<file path="config.mk">
export PLATFORM = sky130hd
export DESIGN_NAME = tmf_irq_top
export DESIGN_NICKNAME = d
export VERILOG_FILES = /design/src/tmf_irq_pkg.sv /design/src/tmf_sync2.sv /design/src/tmf_flag_bit.sv /design/src/tmf_irq_top.sv
export VERILOG_INCLUDE_DIRS = /design/src
export SDC_FILE = /design/constraint.sdc
export NUM_CORES = 1
export LEC_CHECK = 0
export BUFFER_PORTS_ARGS = -buffer_cell sky130_fd_sc_hd__clkbuf_2
export CORE_ASPECT_RATIO = 0.8
export CORE_MARGIN = 1.5
export CORE_UTILIZATION = 40
export CTS_BUF_LIST = sky130_fd_sc_hd__clkbuf_2 sky130_fd_sc_hd__clkbuf_4 sky130_fd_sc_hd__clkbuf_8
export DETAILED_ROUTE_END_ITERATION = 10
export PLACE_DENSITY = 0.81
export SYNTH_ARGS = -nofsm -noshare
export SYNTH_HDL_FRONTEND = slang
export SYNTH_SLANG_ARGS = --single-unit
export TNS_END_PERCENT = 30
</file>
<file path="constraint.sdc">
create_clock -name clock -period 2 [get_ports clock]
set_input_delay 0.1 -clock clock [delete_from_list [all_inputs] [get_ports clock]]
set_output_delay 0.1 -clock clock [all_outputs]
set_load 0.03 [all_outputs]
</file>
<file path="src/tmf_irq_consts.svh">
// Offsets, bit positions, reset values and mode codes of the timer IRQ block
`ifndef TMF_IRQ_CONSTS_SVH
`define TMF_IRQ_CONSTS_SVH

// Data-space offsets
`define TMF_OFS_T1_FLAGS 8'h36
`define TMF_OFS_T1_MASK 8'h6f
`define TMF_OFS_T3_MASK 8'h71
`define TMF_OFS_T4_MASK 8'h72

// I/O-instruction window
`define TMF_IO_BASE 8'h20
`define TMF_IO_LAST 8'h3f

// Register bit positions
`define TMF_BIT_CAPTURE 5
`define TMF_BIT_CMP_B 2
`define TMF_BIT_CMP_A 1
`define TMF_BIT_OVERFLOW 0

// Reset values
`define TMF_RESET_REG 8'h00
`define TMF_RESET_SRC 4'h0

// Waveform mode codes
`define TMF_MODE_NORMAL 4'h0
`define TMF_MODE_CTC_OCR 4'h4
`define TMF_MODE_CTC_ICR 4'hc
`define TMF_MODE_FAST_ICR 4'he
`define TMF_MODE_PFC_ICR 4'h8
`define TMF_MODE_PC_ICR 4'ha

// Counter end value
`define TMF_COUNT_MAX 16'hffff

`endif

</file>
<file path="src/tmf_irq_pkg.sv">
// Types of the timer IRQ mask and flag block
package tmf_irq_pkg;

    // One bit per source: [3] capture, [2] cmp B, [1] cmp A, [0] overflow
    typedef logic [3:0] tmf_src_t;

    typedef struct packed {
        logic stage1;
        logic stage2;
    } tmf_sync_state_t;

    typedef struct packed {
        logic flag;
    } tmf_flag_state_t;

    typedef struct packed {
        tmf_src_t t1Mask;
        tmf_src_t t3Mask;
        tmf_src_t t4Mask;
        logic pinPrev;
        logic matchA;
        logic matchB;
        tmf_src_t t1Irq;
        tmf_src_t t3Irq;
        tmf_src_t t4Irq;
        logic [7:0] rdData;
    } tmf_top_state_t;

endpackage : tmf_irq_pkg

</file>
<file path="src/tmf_sync2.sv">
// Two-stage synchroniser for an asynchronous level
`timescale 1ns/10ps
module tmf_sync2
    import tmf_irq_pkg::*;
(
    // Clock and reset
    input wire logic clock,
    input wire logic reset,
    // Level
    input wire logic asyncIn,
    output logic syncOut
);
    tmf_sync_state_t state_reg;
    tmf_sync_state_t state_next;

    always_comb begin
        state_next = state_reg;
        state_next.stage1 = asyncIn;
        state_next.stage2 = state_reg.stage1;
    end

    always_ff @(posedge clock or posedge reset) begin
        if (reset) begin
            state_reg <= '0;
        end else begin
            state_reg <= state_next;
        end
    end

    assign syncOut = state_reg.stage2;
endmodule : tmf_sync2

</file>
<file path="src/tmf_flag_bit.sv">
// Sticky event flag with vector and write-one clear
`timescale 1ns/10ps
module tmf_flag_bit
    import tmf_irq_pkg::*;
(
    // Clock and reset
    input wire logic clock,
    input wire logic reset,
    // Set and clear
    input wire logic setEvent,
    input wire logic clearVector,
    input wire logic clearWrite,
    // Flag
    output logic flag
);
    tmf_flag_state_t state_reg;
    tmf_flag_state_t state_next;

    // Set is applied last so a same-cycle event survives a clear
    always_comb begin
        state_next = state_reg;
        if (clearVector || clearWrite) begin
            state_next.flag = 1'b0;
        end
        if (setEvent) begin
            state_next.flag = 1'b1;
        end
    end

    always_ff @(posedge clock or posedge reset) begin
        if (reset) begin
            state_reg <= '0;
        end else begin
            state_reg <= state_next;
        end
    end

    assign flag = state_reg.flag;
endmodule : tmf_flag_bit

</file>
<file path="src/tmf_irq_top.sv">
// Interrupt masks and timer 1 event flags for three 16-bit timers
//
// What this block does
// - Timer 1 capture request needs mask bit 5, global enable, flag.
// - Timer 1 compare B request needs mask bit 2, global, flag.
// - Timer 1 compare A request needs mask bit 1, global, flag.
// - Timer 1 overflow request needs mask bit 0, global, flag.
// - Timer 3 mask at 0x71 gates its requests, bits 5,2,1,0.
// - Timer 4 mask at 0x72 gates its requests, bits 5,2,1,0.
// - Timer 1 flags at data offset 0x36 and I/O address 0x16.
// - I/O address is data offset minus 0x20, within 0x00-0x3F.
// - Capture pin event sets timer 1 capture flag, bit 5.
// - With capture register as TOP, reaching TOP sets capture flag.
// - Capture flag clears on vector or write of one.
// - Compare B flag sets the timer cycle after counter matches.
// - Compare A flag sets the timer cycle after counter matches.
// - Forced compare strobes never set compare flags.
// - Compare flags clear on vector or write of one.
// - Normal and CTC overflow sets bit 0; vector or one clears.
`timescale 1ns/10ps
`include "tmf_irq_consts.svh"
module tmf_irq_top
    import tmf_irq_pkg::*;
#(
    parameter int CountWidth = 16
)
(
    // Clock and reset
    input wire logic clock,
    input wire logic reset,
    // CPU register port
    input wire logic [7:0] busAddr,
    input wire logic ioSpace,
    input wire logic wrStrobe,
    input wire logic [7:0] wrData,
    input wire logic rdStrobe,
    output logic [7:0] rdData,
    // CPU core status and vector acknowledge
    input wire logic globalIrqEnable,
    input wire logic [3:0] t1VectorAck,
    // Timer 1 datapath
    input wire logic timerTick,
    input wire logic [CountWidth-1:0] counterValue,
    input wire logic [CountWidth-1:0] compareAValue,
    input wire logic [CountWidth-1:0] compareBValue,
    input wire logic [CountWidth-1:0] captureValueReg,
    input wire logic [3:0] waveformModeSel,
    input wire logic captureRisingEdge,
    input wire logic otherModeOverflow,
    input wire logic forceCmpAStrobe,
    input wire logic forceCmpBStrobe,
    // Capture pin
    input wire logic captureInputPin,
    // Flags of timers 3 and 4
    input wire logic [3:0] t3Flags,
    input wire logic [3:0] t4Flags,
    // Interrupt requests
    output logic [3:0] t1IrqReq,
    output logic [3:0] t3IrqReq,
    output logic [3:0] t4IrqReq
);

    localparam logic [CountWidth-1:0] CountMax =
        CountWidth'(`TMF_COUNT_MAX);

    tmf_top_state_t state_reg;
    tmf_top_state_t state_next;

    // Synchronised capture pin
    logic pinSync;

    tmf_sync2 u_pin_sync (
        .clock(clock),
        .reset(reset),
        .asyncIn(captureInputPin),
        .syncOut(pinSync)
    );

    // Address translation
    logic ioInRange;
    logic accessValid;
    logic [7:0] dataAddr;

    always_comb begin
        ioInRange = (busAddr <= `TMF_IO_LAST);
        if (ioSpace) begin
            // I/O instructions reach only the low window
            dataAddr = 8'(busAddr + `TMF_IO_BASE);
            accessValid = ioInRange;
        end else begin
            dataAddr = busAddr;
            accessValid = 1'b1;
        end
    end

    // Register selects
    logic selFlags1;
    logic selMask1;
    logic selMask3;
    logic selMask4;

    always_comb begin
        selFlags1 = accessValid &&
            (dataAddr == `TMF_OFS_T1_FLAGS);
        selMask1 = accessValid && (dataAddr == `TMF_OFS_T1_MASK);
        selMask3 = accessValid &&
            (dataAddr == `TMF_OFS_T3_MASK);
        selMask4 = accessValid &&
            (dataAddr == `TMF_OFS_T4_MASK);
    end

    // Byte to source vector and back
    function automatic tmf_src_t toSrc(input logic [7:0] b);
        tmf_src_t s;
        s[3] = b[`TMF_BIT_CAPTURE];
        s[2] = b[`TMF_BIT_CMP_B];
        s[1] = b[`TMF_BIT_CMP_A];
        s[0] = b[`TMF_BIT_OVERFLOW];
        return s;
    endfunction : toSrc

    function automatic logic [7:0] toByte(input tmf_src_t s);
        logic [7:0] b;
        b = `TMF_RESET_REG;
        b[`TMF_BIT_CAPTURE] = s[3];
        b[`TMF_BIT_CMP_B] = s[2];
        b[`TMF_BIT_CMP_A] = s[1];
        b[`TMF_BIT_OVERFLOW] = s[0];
        return b;
    endfunction : toByte

    // Waveform mode decode
    logic icrIsTop;
    logic ovfNormalCtc;

    always_comb begin
        icrIsTop = (waveformModeSel == `TMF_MODE_CTC_ICR) ||
            (waveformModeSel == `TMF_MODE_FAST_ICR) ||
            (waveformModeSel == `TMF_MODE_PFC_ICR) ||
            (waveformModeSel == `TMF_MODE_PC_ICR);
        ovfNormalCtc = (waveformModeSel == `TMF_MODE_NORMAL) ||
            (waveformModeSel == `TMF_MODE_CTC_OCR) ||
            (waveformModeSel == `TMF_MODE_CTC_ICR);
    end

    // Hardware events for the timer 1 flags
    tmf_src_t t1Set;
    logic pinEdge;
    logic topReached;

    always_comb begin
        // Pin capture is unused while the capture register sets TOP
        pinEdge = captureRisingEdge ?
            (pinSync && !state_reg.pinPrev) :
            (!pinSync && state_reg.pinPrev);
        topReached = timerTick && (counterValue == captureValueReg);
        t1Set[3] = icrIsTop ? topReached : pinEdge;
        // Match is held one timer cycle before it reaches the flag
        t1Set[2] = timerTick && state_reg.matchB;
        t1Set[1] = timerTick && state_reg.matchA;
        if (ovfNormalCtc) begin
            t1Set[0] = timerTick && (counterValue == CountMax);
        end else begin
            t1Set[0] = otherModeOverflow;
        end
    end

    // Write-one clears; zero bits leave flags alone
    tmf_src_t t1WrClear;

    always_comb begin
        t1WrClear = (wrStrobe && selFlags1) ?
            toSrc(wrData) : `TMF_RESET_SRC;
    end

    // Timer 1 flag bits
    tmf_src_t t1Flags;

    genvar gi;
    generate
        for (gi = 0; gi < 4; gi++) begin : g_flag
            tmf_flag_bit u_flag (
                .clock(clock),
                .reset(reset),
                .setEvent(t1Set[gi]),
                .clearVector(t1VectorAck[gi]),
                .clearWrite(t1WrClear[gi]),
                .flag(t1Flags[gi])
            );
        end
    endgenerate

    // Next-state logic
    always_comb begin
        state_next = state_reg;
        state_next.pinPrev = pinSync;

        // Forced strobes are not counter matches
        if (timerTick) begin
            state_next.matchA =
                (counterValue == compareAValue);
            state_next.matchB =
                (counterValue == compareBValue);
        end

        // Mask writes keep only the four used bits
        if (wrStrobe && selMask1) begin
            state_next.t1Mask = toSrc(wrData);
        end
        if (wrStrobe && selMask3) begin
            state_next.t3Mask = toSrc(wrData);
        end
        if (wrStrobe && selMask4) begin
            state_next.t4Mask = toSrc(wrData);
        end

        // Read data, zero for unmapped offsets
        if (rdStrobe) begin
            if (selFlags1) begin
                state_next.rdData = toByte(t1Flags);
            end else if (selMask1) begin
                state_next.rdData = toByte(state_reg.t1Mask);
            end else if (selMask3) begin
                state_next.rdData = toByte(state_reg.t3Mask);
            end else if (selMask4) begin
                state_next.rdData = toByte(state_reg.t4Mask);
            end else begin
                state_next.rdData = `TMF_RESET_REG;
            end
        end

        // Requests, gated by the global enable
        state_next.t1Irq = t1Flags & state_reg.t1Mask &
            {4{globalIrqEnable}};
        state_next.t3Irq = t3Flags & state_reg.t3Mask &
            {4{globalIrqEnable}};
        state_next.t4Irq = t4Flags & state_reg.t4Mask &
            {4{globalIrqEnable}};
    end

    always_ff @(posedge clock or posedge reset) begin
        if (reset) begin
            state_reg <= '0;
        end else begin
            state_reg <= state_next;
        end
    end

    // Outputs
    assign rdData = state_reg.rdData;
    assign t1IrqReq = state_reg.t1Irq;
    assign t3IrqReq = state_reg.t3Irq;
    assign t4IrqReq = state_reg.t4Irq;

    // Forced strobes are accepted and have no effect on the flags
    logic forceSeen;
    assign forceSeen = forceCmpAStrobe | forceCmpBStrobe;

endmodule : tmf_irq_top

</file>
Yosys cells after proc, flatten, opt, wreduce, memory -nomap -nowiden. Cells that the tools add are included. W data, S select, Z words.

Register bits: 41. Input bits: 108. Output and inout bits: 20. Logic and storage cells: 85.

Equality and inequality tests: 13. Magnitude comparators: 1. Bitwise operators: 6. $add $sub $neg: 1. Reduce and logical (&&, ||, !) cells: 30. Multiplexer cells: 18.

Operators with widths (count): $eq A16 B16 Y1 (3); $and A4 B4 Y4 (6); $eq A8 B7 Y1 const B (3); $mux W6 (4); $eq A16 B16 Y1 const B (1); $eq A4 B4 Y1 const B (4); $logic_and A1 B1 Y1 (14); $mux W1 (12); $logic_or A1 B1 Y1 (9); $add A8 B6 Y8 const B (1); $eq A8 B6 Y1 const B (1); $le A8 B6 Y1 const B (1); $mux W8 (1); $reduce_bool A2 Y1 (4); $eq A4 B3 Y1 const B (1); $logic_not A4 Y1 (1); $mux W4 (1); $logic_not A1 Y1 (2).

Depth between registers and ports, before layout.
Word-level depth: 9. Gate-level depth with buffers: 6. Mapped depth without buffers: 6.

Modules after synthesis. Synthesis repeated with hierarchy kept, for this count alone.

Cells, all modules: 231. Area, all modules: 2379.8 um^2.

Modules (own cells, without submodules): tmf_irq_top (seq. area each 775.7 um^2, area each 2165.8 um^2, times used 1, cells an instance 212); tmf_flag_bit (seq. area each 25.0 um^2, area each 40.0 um^2, times used 4, cells an instance 4); tmf_sync2 (seq. area each 50.0 um^2, area each 53.8 um^2, times used 1, cells an instance 3).

Worst setup path after synthesis. OpenSTA, ideal clock, no wires.

Kind: input to register. Start point: in busAddr[5]. End point: reg state_reg[31] (netlist name). Data arrival time: 1.532 ns. Data required time: 1.875 ns. Cell stages on the path: 5. Library setup time: 0.125 ns. Buffers on the path: 0. Slack: 0.343 ns. Cells stage by stage: ha_1 -> or4b_4 -> a211oi_4 -> nand2_4 -> mux2_4.

Cells in the longest elaborated chain, start to end: 5. Elaborated cells on any way between the ends: 7. Classes of those cells: 1 x add/sub; 1 x order compare; 1 x eq/ne; 2 x mux; 2 x reduce/logical.

Ends and longest elaborated chain: from (decl) (line tmf_irq_top.sv:32) `input wire logic [7:0] busAddr,`; $add A8 B6 Y8 (no line); $mux W8 (line tmf_irq_top.sv:86) `if (ioSpace) begin`; $eq A8 B7 Y1 (no line); $logic_and A1 B1 Y1 (*) (line tmf_irq_top.sv:105) `` selMask1 = accessValid && (dataAddr == `TMF_OFS_T1_MASK); ``; $logic_and A1 B1 Y1 (*) (line tmf_irq_top.sv:207) `if (wrStrobe && selMask1) begin`; to (signal assigned) (line tmf_irq_top.sv:245) `state_reg <= state_next;`; to (decl) (line tmf_irq_top.sv:66) `tmf_top_state_t state_reg;`.

Mark *: on every way between the ends. The rest lies on a longest branch, timed or not. A chain may end at the register's enable or synchronous reset.

Worst setup path in the final report.
Start point: in busAddr[5]. End point: reg state_reg[34] (netlist name).

The elaborated chain is that of the path after synthesis.

==> reports/qor.yml <==
gp_congestion: 0.920
holdPathEnd: "g_flag[0].u_flag.flag"
crit_fanout: 5
setup.worst_path.start_class: "input port"
critPathKind: "input port to register"
core_region_area_sq_um: 5940
multiInputGateArea_sq_um: 1390
fin_tns_setup_ns: 0
die_y_um: 73.5
finClkSkew_ns: 0.00265
worstReg2RegStart: "u_pin_sync.syncOut"
synth_edf_count: 0
setup_violations: 0
grt_antenna_before_repair: 0
final_util_pct: 53.2
overflow: 0
whs_ns: 0.0327
max_freq_mhz: 634
cts_htree_levels: 2
worstHoldStart: "otherModeOverflow"
die_area_sq_um: 6700
root_buffer: "clkbuf_8"
synthArstFlopShare_pct: 100
drv_cap: 0
grt_first_pass_wirelength_mm: 10.5
port_buffers: 117
grt_pass1_vias: 2249
crit_arrival_ns: 1.76
finalWorstPathRequiredPeriod_ns: 1.58
yosys_warnings: 0
die_x_um: 91.2
status: "finished clean"
synth_cell_types: 46
rr_worst_depth: 5
report.final.slew_viol_count: 0
hold_depth: 3
viasPerCell: 5.08
pre_cts_slack_ns: 0.108
rows: 25
avgSynthCellArea_sq_um: 10.2
start_util_pct: 41.9
vias: 2218
dr.first_iter.drc_count: 129
grt_use_total_pct: 20.2
r2r_slack_ns: 0.84
power.share.clock_pct: 30.4
antenna_cells: 0
synth.cell_area_sq_um: 2490
synth_flop_cell: "dfrtp_1"
power.share.combinational_pct: 23.3
critPathSlowestCell: "or4b_4"
wl_per_cell_um: 14.6
synth_seq_cells: 37
layout-drive-gt1-share_pct: 40.2
power.leakage_nw: 1.61
yosys-top-cells-area: "dfrtp_1 37%, xnor2_1 14%, buf_4 6.0%, mux2_1 3.6%, nand4_1 3.5%"
synthCells: 245
crit_path_cell_trace: "clkbuf_2 > ha_1 > or4b_4 > a211oi_4 > nand2_4 > mux2_4"
crit_path_end_kind: "register"
worstPathRequired_ns: 2.18
clock-sinks: 37
worstMarginPinSlew_ns: 0.559
switchingPower_w: 0.000486
largest_reg_flops: 15
drc: 0
critical-path-max-stage-delay_ns: 0.51
worst_hold_path_type: "input port to register"
antenna_left: 0
final_nets: 464
r2r-end: "g_flag[3].u_flag.flag"
slew_headroom_pct: 62.2
drtPass1Iterations: 4
clockBufferDepth: 2
internal_power_w: 0.00121
hpwl_mm: 5.32
ir_drop_v: 0.000253
post_cts_buffers: 0
numCtsBuffers: 5
power.density_nw_per_um2: 537
yosysTopAreaCell: "dfrtp_1"
finalCritPeriodShare_pct: 78.9
area_growth_pct: 27.1
yosysTopAreaCellShare_pct: 37.2
ctsResizeCount: 0
cts_tree: "yes"
critPathBufInv: 1
cpLargestDelayFamily: "simple AND/OR/NAND/NOR gates"
path_clk_slew_ns: 0.07
io_pins: 128
seqPwrFrac_pct: 46.3
grt_max_degree: 38
setup_ws_ns: 0.422
regArea_sq_um: 926
yosysSeqAreaShare_pct: 37.2
swShare_pct: 28.6
cp_num_cells: 6
hold_viol: 0
clock_latency_ns: 0.29
drt_wl_total_mm: 6.38
fillCellCount: 585
rsz0062_at_grt: "no"
-- area by class of cell --
| type | count | area share (%) |
|---|---|---|
| Sequential cell | 37 | 29.3 |
| Timing Repair Buffer | 123 | 20.1 |
| Clock inverter | 2 | 0.317 |
| Inverter | 7 | 0.831 |
| Clock buffer | 6 | 2.41 |
| Multi-Input combinational cell | 181 | 43.8 |
| Tap cell | 81 | 3.21 |
-- worst max-delay path by stage --
stage	from	slack, ns	endpoint
finish	busAddr[5]	0.42	state_reg[34]
global route	busAddr[5]	0.36	state_reg[31]
CTS	busAddr[6]	0.42	state_reg[34]
detailed placement	busAddr[6]	0.11	state_reg[34]
global placement	busAddr[6]	0.16	state_reg[33]
floorplan	busAddr[5]	0.34	state_reg[31]
-- power by group through the flow --
stage	Clock [W]	Combinational (W)	Sequential, W
floorplan	0	0.000218	0.000795
finish	0.000516	0.000395	0.000787
detailed placement	0	0.000393	0.000801
global placement	0	0.000381	0.000800
CTS	0.000523	0.000397	0.000787
global route	0.000558	0.000434	0.000789
-- synthesized netlist by cell type, drive strengths merged (2+ instances only) --
master,number
xnor2,40
dfrtp,37
buf,20
nand4,16
nand2,15
mux2,14
and3,13
xor2,9
nor2,8
inv,6
nand3,6
nand4b,6
nor3,6
nor4,6
o21ai,5
a211oi,3
a31oi,3
clkbuf,3
nand3b,3
a211o,2
a21oi,2
a32o,2
nand2b,2
nor2b,2
o211a,2
o21a,2
-- routing by layer --
metal	vias up	track usage (%)	wire, um	part of all wire (%)
li1	1080	-	-	-
met1	1029	24.7	2750	43
met2	99	35.0	3060	48
met3	10	5.28	477	7.5
met4	0	6.77	94	1.5
met5	-	0	0	0
-- logic make-up (layout without fill, tap and decap cells) --
| logic type | Yosys count | count (layout) | synth area share [%] |
|---|---|---|---|
| multiplexers | 15 | 15 | 7.34 |
| adder cells (fa/ha/maj) | 1 | 1 | 0.503 |
| flip-flops | 37 | 37 | 37.2 |
| AND/OR/NAND/NOR | 87 | 87 | 21.5 |
| other | 1 | 4 | 0.151 |
| buffers and inverters | 30 | 138 | 7.54 |
| XOR/XNOR | 49 | 49 | 17.3 |
| AO/OA/AOI/OAI | 25 | 25 | 8.45 |
-- what timing repair did --
item,CTS,global route
hold buffers,2,0
hold endpoints to repair,38,0
setup endpoints to repair,0,0
-- metrics by stage --
stage	cells	instance area [sq um]	total power (W)
5_1_grt	437	3160	0.00178
6_report	437	3160	0.00170
2_1_floorplan	248	2500	0.00101
4_1_cts	437	3160	0.00171
3_3_place_gp	427	3050	0.00118
3_5_place_dp	427	3050	0.00119
-- placed cells by master, fill, tap and decap left out, types with 3 or more instances in the layout --
master and instances:
nand3b_1 3, nand4_1 14, nor3_1 5, nor2_1 7, a31oi_1 3, mux2_1 8, mux2_4 4, buf_4 4
clkbuf_8 5, nand4b_1 6, clkbuf_2 117, dfrtp_1 37, conb_1 4, xor2_1 9, and3_1 13, nor4_1 6
nand3_1 6, nand2_1 14, inv_1 6, o21ai_1 4, xnor2_1 40
-- tightest hold or removal path: cells and delay by family --
family	cells	cell delay (ns)
buf+inv	1	0.08
compound gates	1	0.06
simple gates	1	0.06
Power figures use the tool's default switching activity.
